<file path="config.mk">
export PLATFORM = sky130hd
export DESIGN_NAME = sfs_seq
export DESIGN_NICKNAME = d
export VERILOG_FILES = /design/src/sfs_pkg.sv /design/src/sfs_sync.sv /design/src/sfs_msdown.sv /design/src/sfs_seq.sv
export SDC_FILE = /design/constraint.sdc
export NUM_CORES = 1
export LEC_CHECK = 0
export ABC_AREA = 0
export BUFFER_PORTS_ARGS = -buffer_cell sky130_fd_sc_hd__buf_2
export CAP_MARGIN = 20
export CORE_ASPECT_RATIO = 2
export CORE_UTILIZATION = 25
export CTS_CLUSTER_DIAMETER = 30
export DETAILED_ROUTE_END_ITERATION = 16
export PLACE_DENSITY = 0.45
export SYNTH_ARGS = -nofsm -noshare
export SYNTH_HDL_FRONTEND = slang
export SYNTH_HIERARCHICAL = 1
export SYNTH_SLANG_ARGS = --single-unit
</file>
<file path="constraint.sdc">
create_clock -name mclk -period 2.9 [get_ports mclk]
set_input_delay 0.435 -clock mclk [delete_from_list [all_inputs] [get_ports mclk]]
set_output_delay 0.435 -clock mclk [all_outputs]
set_load 0.05 [all_outputs]
</file>
<file path="src/sfs_pkg.sv">
// sfs_pkg: constants and types for the sf supervision sequencer
// assumes a 125 MHz mclk; all timers tick on a 1 ms enable
`default_nettype none
package sfs_pkg;
  localparam int unsigned CLK_HZ = 125_000_000;
  localparam int unsigned TICK_MS = 1;
  localparam int unsigned TICK_CYC = CLK_HZ / 1000 * TICK_MS;
  localparam int unsigned TICK_W = 17;
  // nominal timing figures, milliseconds; break ratio in percent, counter width in bits
  localparam int unsigned T_AUG_MS = 400;
  localparam int unsigned T_HOLD_MS = 125;
  localparam int unsigned T_PRECUT_MS = 15;
  localparam int unsigned T_DIGIT_MS = 125;
  localparam int unsigned T_DISC_MS = 625;
  localparam int unsigned T_REMOVE_MS = 50;
  localparam int unsigned T_INSERT_MS = 13;
  localparam int unsigned T_BREAK_PCT = 58;
  localparam int unsigned T_PULSE_MS = 100;
  localparam int unsigned T_BREAK_MS = T_PULSE_MS * T_BREAK_PCT / 100;
  localparam int unsigned T_PULSE_END_MS = 200;
  localparam int unsigned MS_W = 10;
  // level encodings on tx_level, reset lead type, call state type
  localparam logic TX_LVL_NORMAL = 1'h0;
  localparam logic TX_LVL_AUG = 1'h1;
  localparam logic [1:0] EM_TYPE_RST = 2'h1;
  typedef enum logic [1:0] {SFS_IDLE, SFS_BUSY, SFS_DIAL} sfs_state_t;
endpackage
`default_nettype wire

</file>
<file path="src/sfs_sync.sv">
// sfs_sync: two-flop synchroniser for one pin level
// assumes the input is asynchronous to mclk
`default_nettype none
module sfs_sync
  import sfs_pkg::*;
(
  input wire logic mclk, // clock
  input wire logic sys_rst, // async reset
  input wire logic d, // raw pin
  output logic q // synchronised
);
  logic meta_q;
  logic meta_d;
  logic sync_d;
  always_comb begin
    meta_d = d;
    sync_d = meta_q;
  end
  always_ff @(posedge mclk or posedge sys_rst) begin
    if (sys_rst) begin
      meta_q <= 1'h0;
      q <= 1'h0;
    end else begin
      meta_q <= meta_d;
      q <= sync_d;
    end
  end
endmodule
`default_nettype wire

</file>
<file path="src/sfs_msdown.sv">
// sfs_msdown: millisecond down-counter, loaded on start, done at zero
// assumes tick is a one-cycle 1 ms enable on mclk
`default_nettype none
module sfs_msdown
  import sfs_pkg::*;
(
  input wire logic mclk, // clock
  input wire logic sys_rst, // async reset
  input wire logic srst, // sync clear
  input wire logic tick, // 1 ms enable
  input wire logic load, // start timing
  input wire logic [MS_W-1:0] len, // length in ms
  output logic run // counting
);
  logic [MS_W-1:0] cnt_q;
  logic [MS_W-1:0] cnt_d;
  logic run_d;
  always_comb begin
    cnt_d = cnt_q;
    run_d = run;
    if (srst) begin
      cnt_d = '0;
      run_d = 1'b0;
    end else if (load) begin
      cnt_d = len;
      run_d = 1'b1;
    end else if (run && tick) begin
      cnt_d = cnt_q - 1'b1;
      if (cnt_q <= MS_W'(1)) begin
        run_d = 1'b0;
      end
    end
  end
  always_ff @(posedge mclk or posedge sys_rst) begin
    if (sys_rst) begin
      cnt_q <= '0;
      run <= 1'b0;
    end else begin
      cnt_q <= cnt_d;
      run <= run_d;
    end
  end
endmodule
`default_nettype wire

</file>
<file path="src/sfs_seq.sv">
// sfs_seq: sf tone supervision sequencer, transmit cut and filter timing
// assumes leads and tone detect are async pins; levels are switch inputs
// Behaviour
// - idle tone sent at normal level
// - augmented level while pulsing and first interval
// - path cut idle, restored on busy
// - path cut while dialing locally
// - brief cut on input transition off-hook
// - seizure holds cut then releases
// - tone ceases: remove filter after delay
// - tone returns: insert filter after delay
// - local dialing precut, hold after last
// - local disconnect precut, long delay cut
// - loopback answers tone, augmented burst first
// - loopback pulses corrected to break ratio
// - three selectable lead interface types
// - side select swaps lead directions
// - a-side relay energised without rx tone
// - a-side tone while m lead idle
`default_nettype none
module sfs_seq
  import sfs_pkg::*;
(
  input wire logic mclk, // 125 MHz clock
  input wire logic sys_rst, // async reset, high
  input wire logic srst, // sync counter clear
  input wire logic side_b, // 1 = b-side
  input wire logic [1:0] em_type, // lead type 1..3
  input wire logic loopback, // signaling loopback on
  input wire logic in_lead_busy_pin, // incoming lead busy
  input wire logic rx_tone_pin, // rx tone detected
  output logic tx_tone_on, // send sf tone
  output logic tx_level, // 1 = augmented
  output logic tx_cut, // transmit path cut
  output logic receive_tone_reject_filter, // filter inserted
  output logic relay_energize, // output lead relay
  output logic e_is_output, // e lead is output
  output logic m_is_output, // m lead is output
  output logic [1:0] em_type_q // latched lead type
);
  // --------------------------------------------------------
  // input synchronisers
  // --------------------------------------------------------
  logic lead_s;
  logic tone_s;
  logic tone_ns;
  sfs_sync u_sync_lead (
    .mclk(mclk),
    .sys_rst(sys_rst),
    .d(in_lead_busy_pin),
    .q(lead_s)
  );
  // tone synced inverted: reset reads as idle tone present
  sfs_sync u_sync_tone (
    .mclk(mclk),
    .sys_rst(sys_rst),
    .d(!rx_tone_pin),
    .q(tone_ns)
  );

  // --------------------------------------------------------
  // 1 ms tick divider
  // --------------------------------------------------------
  logic [TICK_W-1:0] div_q;
  logic [TICK_W-1:0] div_d;
  logic tick_q;
  logic tick_d;
  always_comb begin
    div_d = div_q + 1'b1;
    tick_d = 1'b0;
    if (srst) begin
      div_d = '0;
    end else if (div_q == TICK_W'(TICK_CYC - 1)) begin
      div_d = '0;
      tick_d = 1'b1;
    end
  end
  always_ff @(posedge mclk or posedge sys_rst) begin
    if (sys_rst) begin
      div_q <= '0;
      tick_q <= 1'b0;
    end else begin
      div_q <= div_d;
      tick_q <= tick_d;
    end
  end

  // --------------------------------------------------------
  // edge history
  // --------------------------------------------------------
  logic lead_p_q;
  logic tone_p_q;
  logic lead_edge;
  logic tone_rise;
  logic tone_fall;
  logic lead_rise;
  logic lead_fall;
  always_ff @(posedge mclk or posedge sys_rst) begin
    if (sys_rst) begin
      lead_p_q <= 1'b0;
      tone_p_q <= 1'b1;
    end else begin
      lead_p_q <= lead_s;
      tone_p_q <= tone_s;
    end
  end
  always_comb begin
    tone_s = ~tone_ns;
    lead_edge = lead_s ^ lead_p_q;
    lead_rise = lead_s & ~lead_p_q;
    lead_fall = ~lead_s & lead_p_q;
    tone_rise = tone_s & ~tone_p_q;
    tone_fall = ~tone_s & tone_p_q;
  end

  // --------------------------------------------------------
  // timers
  // --------------------------------------------------------
  logic aug_run;
  logic hold_run;
  logic pre_run;
  logic digit_run;
  logic disc_run;
  logic rem_run;
  logic ins_run;
  logic brk_run;
  logic tone_start;
  logic lb_tone;
  logic lb_fall;
  sfs_state_t st_q;
  sfs_state_t st_d;

  sfs_msdown u_aug (.mclk(mclk), .sys_rst(sys_rst), .srst(srst), .tick(tick_q),
    .load(tone_start), .len(MS_W'(T_AUG_MS)), .run(aug_run));
  // seizure hold, also hold after last transition
  sfs_msdown u_hold (.mclk(mclk), .sys_rst(sys_rst), .srst(srst), .tick(tick_q),
    .load(lead_edge), .len(MS_W'(T_HOLD_MS)), .run(hold_run));
  sfs_msdown u_pre (.mclk(mclk), .sys_rst(sys_rst), .srst(srst), .tick(tick_q),
    .load(lead_edge), .len(MS_W'(T_PRECUT_MS)), .run(pre_run));
  sfs_msdown u_digit (.mclk(mclk), .sys_rst(sys_rst), .srst(srst), .tick(tick_q),
    .load(lead_edge), .len(MS_W'(T_DIGIT_MS)), .run(digit_run));
  sfs_msdown u_disc (.mclk(mclk), .sys_rst(sys_rst), .srst(srst), .tick(tick_q),
    .load(lead_fall), .len(MS_W'(T_DISC_MS)), .run(disc_run));
  sfs_msdown u_rem (.mclk(mclk), .sys_rst(sys_rst), .srst(srst), .tick(tick_q),
    .load(tone_fall), .len(MS_W'(T_REMOVE_MS)), .run(rem_run));
  sfs_msdown u_ins (.mclk(mclk), .sys_rst(sys_rst), .srst(srst), .tick(tick_q),
    .load(tone_rise), .len(MS_W'(T_INSERT_MS)), .run(ins_run));
  sfs_msdown u_brk (.mclk(mclk), .sys_rst(sys_rst), .srst(srst), .tick(tick_q),
    .load(lb_fall), .len(MS_W'(T_BREAK_MS)), .run(brk_run));


  // --------------------------------------------------------
  // call state
  // --------------------------------------------------------
  // idle until incoming lead busy
  always_comb begin
    st_d = st_q;
    unique case (st_q)
      SFS_IDLE: begin
        if (lead_s) begin
          st_d = SFS_BUSY;
        end
      end
      SFS_BUSY: begin
        if (lead_fall) begin
          st_d = SFS_DIAL;
        end
      end
      SFS_DIAL: begin
        if (lead_rise) begin
          st_d = SFS_BUSY;
        end else if (!disc_run && !lead_s) begin
          st_d = SFS_IDLE;
        end
      end
    endcase
  end
  always_ff @(posedge mclk or posedge sys_rst) begin
    if (sys_rst) begin
      st_q <= SFS_IDLE;
    end else begin
      st_q <= st_d;
    end
  end

  // --------------------------------------------------------
  // outputs
  // --------------------------------------------------------
  logic tone_d;
  logic level_d;
  logic cut_d;
  logic filt_d;
  logic relay_d;
  logic tone_on_q;
  logic rxt_q;
  logic rxt_d;
  always_comb begin
    // loopback echoes received tone; break widened to ratio
    lb_tone = tone_s & ~brk_run;
    lb_fall = loopback & tone_fall;
    tone_d = loopback ? lb_tone : !lead_s;
    tone_start = tone_d & ~tone_on_q;
    // normal idle level; augmented first interval or pulsing
    level_d = (aug_run || tone_start || (st_q == SFS_DIAL && digit_run)) ? TX_LVL_AUG : TX_LVL_NORMAL;
    // dialing cut; transition cut; long disconnect cut
    cut_d = (st_q == SFS_IDLE) || hold_run || pre_run || lead_edge ||
            (st_q == SFS_DIAL && !disc_run) || (rxt_q && !tone_s && rem_run);
    // removal after delay; insertion after delay
    filt_d = receive_tone_reject_filter;
    if (tone_s && !ins_run && !tone_rise) begin
      filt_d = 1'b1;
    end else if (!tone_s && !rem_run && !tone_fall) begin
      filt_d = 1'b0;
    end
    // a-side relay on with no tone; b-side opposite; side select
    relay_d = side_b ? tone_s : !tone_s;
    rxt_d = tone_s;
  end
  always_ff @(posedge mclk or posedge sys_rst) begin
    if (sys_rst) begin
      tone_on_q <= 1'b0;
      tx_tone_on <= 1'b0;
      tx_level <= TX_LVL_NORMAL;
      tx_cut <= 1'b1;
      receive_tone_reject_filter <= 1'b1;
      relay_energize <= 1'b0;
      rxt_q <= 1'b1;
      e_is_output <= 1'b1;
      m_is_output <= 1'b0;
      em_type_q <= EM_TYPE_RST;
    end else begin
      tone_on_q <= tone_d;
      tx_tone_on <= tone_d;
      tx_level <= level_d;
      tx_cut <= cut_d;
      receive_tone_reject_filter <= filt_d;
      relay_energize <= relay_d;
      rxt_q <= rxt_d;
      e_is_output <= !side_b;
      m_is_output <= side_b;
      if (em_type != 2'h0) begin
        em_type_q <= em_type;
      end
    end
  end

  // --------------------------------------------------------
  // checks
  // --------------------------------------------------------
  property p_idle_cut;
    @(posedge mclk) disable iff (sys_rst) (st_q == SFS_IDLE) |=> tx_cut;
  endproperty
  a_idle_cut: assert property (p_idle_cut) else $error("path not cut in idle");
  property p_edge_cut;
    @(posedge mclk) disable iff (sys_rst) lead_edge |=> tx_cut;
  endproperty
  a_edge_cut: assert property (p_edge_cut) else $error("no cut on lead edge");
  property p_aug_start;
    @(posedge mclk) disable iff (sys_rst) tone_start |=> tx_level == TX_LVL_AUG;
  endproperty
  a_aug_start: assert property (p_aug_start) else $error("tone start not augmented");
  property p_relay_a;
    @(posedge mclk) disable iff (sys_rst) (!side_b && !tone_s) |=> relay_energize;
  endproperty
  a_relay_a: assert property (p_relay_a) else $error("relay off without tone");
  property p_tone_m;
    @(posedge mclk) disable iff (sys_rst) (!loopback && lead_s) |=> !tx_tone_on;
  endproperty
  a_tone_m: assert property (p_tone_m) else $error("tone sent while busy");
  property p_ins_delay;
    @(posedge mclk) disable iff (sys_rst) (tone_rise && !receive_tone_reject_filter) |=> !receive_tone_reject_filter;
  endproperty
  a_ins_delay: assert property (p_ins_delay) else $error("filter inserted too soon");
  property p_rem_delay;
    @(posedge mclk) disable iff (sys_rst) (tone_fall && receive_tone_reject_filter) |=> receive_tone_reject_filter;
  endproperty
  a_rem_delay: assert property (p_rem_delay) else $error("filter removed too soon");
  property p_side;
    @(posedge mclk) disable iff (sys_rst) ##1 (e_is_output == !$past(side_b)) && (m_is_output == $past(side_b));
  endproperty
  a_side: assert property (p_side) else $error("lead direction wrong");
  property p_lb_break;
    @(posedge mclk) disable iff (sys_rst) (loopback && brk_run) |=> !tx_tone_on;
  endproperty
  a_lb_break: assert property (p_lb_break) else $error("loopback break not held");
  property p_dial_aug;
    @(posedge mclk) disable iff (sys_rst) (st_q == SFS_DIAL && digit_run) |=> tx_level == TX_LVL_AUG;
  endproperty
  a_dial_aug: assert property (p_dial_aug) else $error("dialing not augmented");
  property p_idle_normal;
    @(posedge mclk) disable iff (sys_rst) (st_q == SFS_IDLE && !aug_run && !tone_start) |=> tx_level == TX_LVL_NORMAL;
  endproperty
  a_idle_normal: assert property (p_idle_normal) else $error("idle level not normal");
endmodule
`default_nettype wire

</file>
# --- Word level (Yosys, flattened, before mapping) ---
# Index checks and enable logic that the tools add are counted.
totals:
  register_bits: 123
  output_inout_bits: 9
op_classes:
  addsub: 9
  n_lt_le_gt_ge: 8
  eq_ne: 6
  mux: 70
  bitwise: 14
  reduce_logical: 60
ops:
  columns: ["operator", "count"]
  rows:
  - ["$mux 10", 24]
  - ["$le 10x1->1 const B", 8]
  - ["$sub 10x1->10 const B", 8]
  - ["$reduce_bool 3->1", 16]
  - ["$mux 1", 39]
  - ["$mux 17", 2]
  - ["$add 17x1->17 const B", 1]
  - ["$eq 17x17->1 const B", 1]
  - ["$logic_and 1x1->1", 17]
  - ["$reduce_and 2->1", 8]
  - ["$logic_not 1->1", 8]
  - ["$mux 2", 4]
  - ["$and 1x1->1", 7]
  - ["$logic_or 1x1->1", 7]
  - ["$not 1->1", 6]
  - ["$pmux 2 s3", 1]
  - ["$reduce_bool 2->1", 2]
  - ["$ne 3x3->1 const B", 1]
  - ["$reduce_and 3->1", 1]
  - ["$eq 2x1->1 const B", 1]
  - ["$eq 2x2->1 const B", 1]
  - ["$logic_not 2->1", 1]
  - ["$ne 2x1->1 const B", 1]
  - ["$ne 2x2->1 const B", 1]
  - ["$xor 1x1->1", 1]

# --- Longest topological paths before layout ---
logic_depth:
  depth_word: 7
  depth_mapped: 8
  depth_no_buf: 6

# --- By module ---
# The synthesis kept the hierarchy.
modules_own_cells:
  columns: ["module", "instances", "cells_each", "area_each_um2", "seq_area_each_um2"]
  rows:
  - ["sfs_msdown", 8, 76, 709.4, 275.3]
  - ["sfs_seq", 1, 142, 1425.1, 782.0]
  - ["sfs_sync", 2, 3, 53.8, 50.0]

# --- Worst setup path before layout ---
# OpenSTA, ideal clock, no wires.
synth_timing:
  path_kind: "reg-to-reg"
  from: "reg tick_q"
  to: "reg u_aug.cnt_q[4]"
  setup_ns: 0.099
  arrival_time_ns: 2.273
  required_ns: 2.801
  path_slack_ns: 0.528
  stages_incl_launch_ff: 4
  period_less_slack_ns: 2.372
  cell_sequence: "dfrtp_1 nand3_1 or4_2 a311oi_1"
synth_via:
  elab_chain_cells: 2
synth_lines:
  columns: ["element", "line_no", "text"]
  rows:
  - ["from (decl)", "sfs_seq.sv:66", "logic tick_q;"]
  - ["from (signal assigned)", "sfs_seq.sv:84", "tick_q <= tick_d;"]
  - ["$logic_and 1x1->1", "sfs_msdown.sv:27", "end else if (run && tick) begin"]
  - ["$reduce_bool 3->1 (no line)", null, null]
  - ["to (signal assigned)", "sfs_msdown.sv:39", "cnt_q <= cnt_d;"]
  - ["to (decl)", "sfs_msdown.sv:15", "logic [MS_W-1:0] cnt_q;"]
# Every way passes these cells.
# A chain may end at the register's enable or synchronous reset.

# --- Worst setup path in the final report ---
layout_timing:
  from: "reg u_sync_lead.q"
  to: "reg u_digit.cnt_q[5]"
layout_via:
  elab_chain_cells: 3
  elab_cells_between_ends: 4
layout_lines:
  columns: ["element", "line_no", "text"]
  rows:
  - ["from (decl)", "sfs_sync.sv:10", "output logic q"]
  - ["from (signal assigned)", "sfs_sync.sv:25", "q <= sync_d;"]
  - ["$xor 1x1->1 (*)", "sfs_seq.sv:109", "lead_edge = lead_s ^ lead_p_q;"]
  - ["named net lead_edge", "sfs_seq.sv:93", "logic lead_edge;"]
  - ["$mux 10", "sfs_msdown.sv:24", "end else if (load) begin"]
  - ["$mux 10", "sfs_msdown.sv:21", "if (srst) begin"]
  - ["to (signal assigned)", "sfs_msdown.sv:39", null]
  - ["to (decl)", "sfs_msdown.sv:15", null]
# Mark *: on every way through the listed nets, which the timed path passes. The rest lies on a longest branch.

==> summary.md <==
| Metric | Value |
|---|---|
| CTS Sinks | 123 |
| Antenna cell count | 0 |
| Setup TNS | 0 ps |
| Peak supply drop | 0.408 mV |
| Vias in the first global route | 5944 |
| Final Hold Fails | 0 |
| Mapped Area | 0.00721 mm² |
| Synth cell types | 49 |
| Nets@finish | 896 |
| Crit path buffers/inverters | 4 |
| Yosys reg bits | 123 |
| Synth top area share | 41.0% |
| RSZ-0062 raised after global routing | false |
| Cell internal pwr | 3.21 mW |
| Initial antenna violation count | 0 |
| Yosys warnings | 6 |
| CP delay by family, top | buffers and inverters |
| Main synth FF type | dfrtp_1 |
| Clock-pin slew on the worst setup and hold paths | 50 ps |
| Status | finished, final reports clean |
| CTS Buffer Depth | 2 |
| Skew-Pair Late Insertion Delay | 430 ps |
| Die area | 0.0296 mm² |
| Switch share | 28.7% |
| DP HPWL | 12.7 mm |
| H-tree depth | 4 |
| Critical-path top delay cell | inv_1 |
| Die X-Extent | 122 µm |
| Die Height | 242 µm |
| Ys async rst share | 100% |
| FP Rows | 87 |
| Hold_buf cts | 1 |
| Max-cap violations | 0 |
| Syn Area/Cell | 9.53 µm² |
| Synth area leader | dfrtp_1 |
| Clock skew | 6.37 ps |
| Number of remaining DRC errors | 0 |
| Crit end category | register |
| Cts repair resizes | 0 |
| Crit-path max cell delay | 480 ps |
| Mean number of vias per cell | 4.77 |
| Critical Path Source Type | register |
| Worst-path cell chain | inv_1, ha_1, inv_1, inv_1, buf_4, and4_1, a2111oi_0 |
| Combinational power share | 13.6% |
| CP required | 3180 ps |
| Core ar. | 0.0283 mm² |
| Post-CTS Setup Inserts | 0 |
| WL per Instance | 14.7 µm |
| Crit path kind | reg -> reg |
| Initial DRC count | 271 |
| Min Tclk post-route | 2260 ps |
| P&R area growth vs syn | 17.5% |
| Cells after Synth | 756 |
| Worst slack, placed | 664 ps |
| FILL cells | 2979 |
| LEAKAGE | 3.57 nW |
| CTS buffer count | 17 |
| First-pass GRT wire length | 30.3 mm |
| Starting density of the core | 25.5% |
| HP Class | in -> reg |
| Final slew viol count | 0 |
| Global route overflow | 0 |
| Rel. slew slack | 56.2% |
| # IOs | 18 |
| PwrDens | 531 mW/mm² |
| Peak Freq | 442 MHz |
| Post-synth EDFFs | 0 |
| Root buffer cell | clkbuf_16 |
| Clock power share | 42.6% |
| Port bufs | 17 |
| CP arrival | 2550 ps |
| Period utilisation layout | 78.1% |
| Sequential share of power | 43.8% |
| Detailed-route via count | 5900 |
| Pre-antenna DRT Iters | 4 |
| Gr usage total | 13.3% |
| Synth area leaders | dfrtp_1, nor2_1, inv_1 |
| Layout cells sized above 1 | 10.9% |
| Setup violators final | 0 |
| Antenna Violating Nets Remaining | 0 |
| Worst-path maximum fanout | 21 |
| Most frequent cells after synthesis | dfrtp_1, nor2_1, inv_1, a21oi_1, or4_1 |
| Final worst slack | 636 ps |
| Slew @ Worst Pin | 656 ps |
| Total power | 4.50 mW |
| Count leader, synth | dfrtp_1 |
| Largest net degree at the start of global routing | 49 |
| Sequential area share after synthesis | 42.8% |
| Final RePlAce weighted congestion | 0.746 |
| CTS tree | built |
| Crit path top cell by count | inv_1 |
| Total Wirelength | 18.2 mm |
| Net switching power figure | 1.29 mW |
## final cells by class
cell class	count	area, µm²	share of cell area [%]
Sequential cell	123	3090	36.4
Tap cell	356	445	5.26
Clock inverter	4	20.0	0.236
Inverter	73	274	3.23
Multi-Input combinational cell	621	3940	46.5
Timing Repair Buffer	32	215	2.54
Clock buffer	27	493	5.82
## state kept, by name, indices dropped and copies added (netlist names), 2 cells and up
name and flops:
u_disc/cnt_q 10, u_ins/cnt_q 10, u_pre/cnt_q 10, u_aug/cnt_q 10, st_q 2, u_digit/cnt_q 10, u_brk/cnt_q 10, em_type_q 2
u_rem/cnt_q 10, div_q 17, u_hold/cnt_q 10
## layer usage
layer  share of wire [%]  track usage [%]
met3                 2.1             3.11
met4                 1.7             5.38
met2                  57             25.7
met1                  40             13.0
met5                   0                0
## through the flow
step / std cells / area (µm²) / hold slack (ps) / util, %
2_1_floorplan: 850 / 7560 / 176 / -
3_3_place_gp: 1204 / 7950 / 334 / 28.1
3_5_place_dp: 1204 / 7950 / 340 / 28.1
4_1_cts: 1236 / 8470 / 123 / 29.9
5_1_grt: 1236 / 8470 / 136 / 29.9
6_report: 1236 / 8470 / 155 / 29.9
## worst reg2reg max path: stages, from the launching register on
cell       delay (ps)
dfrtp_1           430
inv_1              80
ha_1              290
inv_1             480
inv_1             100
buf_4             210
and4_1            160
a2111oi_0         390
## cell usage in the layout (no fill, tap or decap), types with 10 or more instances in the layout
cell       Yosys  final
dfrtp_1      118    117
conb_1         2     96
nor2_1        87     87
inv_1         73     73
a21oi_1       44     44
or4_1         33     33
o31ai_1       25     25
a311oi_1      24     24
a211oi_1      24     24
nand2_1       22     22
o21ai_0       21     21
xnor2_1       21     21
ha_1          19     19
clkbuf_16      0     17
nand3_1       16     16
buf_2          8     16
a221oi_1      16     16
o41ai_1       16     16
buf_4          0     14
nor3_1        11     11
and3_1        10     10
xor2_1        10     10
or3_1         10     10
## power groups by stage
stage | clock network, mW | registers [mW] | logic, mW
2_1_floorplan | 0 | 1.99 | 0.457
3_3_place_gp | 0 | 2.00 | 0.615
3_5_place_dp | 0 | 2.00 | 0.617
4_1_cts | 2.00 | 1.97 | 0.621
5_1_grt | 2.07 | 1.99 | 0.697
6_report | 1.92 | 1.97 | 0.612
## worst paths after layout
path	startpoint	endpoint	slack, ps	depth (start not counted)
worst max-delay path	u_sync_lead/q	u_digit/cnt_q[5]	640	7
worst min-delay path	side_b	m_is_output	150	1
worst max register to register	u_sync_lead/q	u_digit/cnt_q[5]	640	7
worst min register to register	u_sync_tone/meta_q	u_sync_tone/q	350	0
max in group asynchronous	sys_rst	em_type_q[0]	1400	4
min in group asynchronous	sys_rst	u_sync_tone/q	560	3
## logic make-up (layout without fill, tap and decap cells)
logic type / count (synthesis) / after routing / synth area share, %
and+or+nand+nor: 259 / 259 / 20.7
AOI/OAI and AO/OA: 215 / 215 / 21.7
DFF: 123 / 123 / 42.8
buffers and inverters: 106 / 136 / 7.46
xor gates and xnor gates: 31 / 31 / 3.77
adders and majority gates: 19 / 19 / 3.30
other: 2 / 96 / 0.104
muxes: 1 / 1 / 0.139
(Power assumes the default switching activity.)
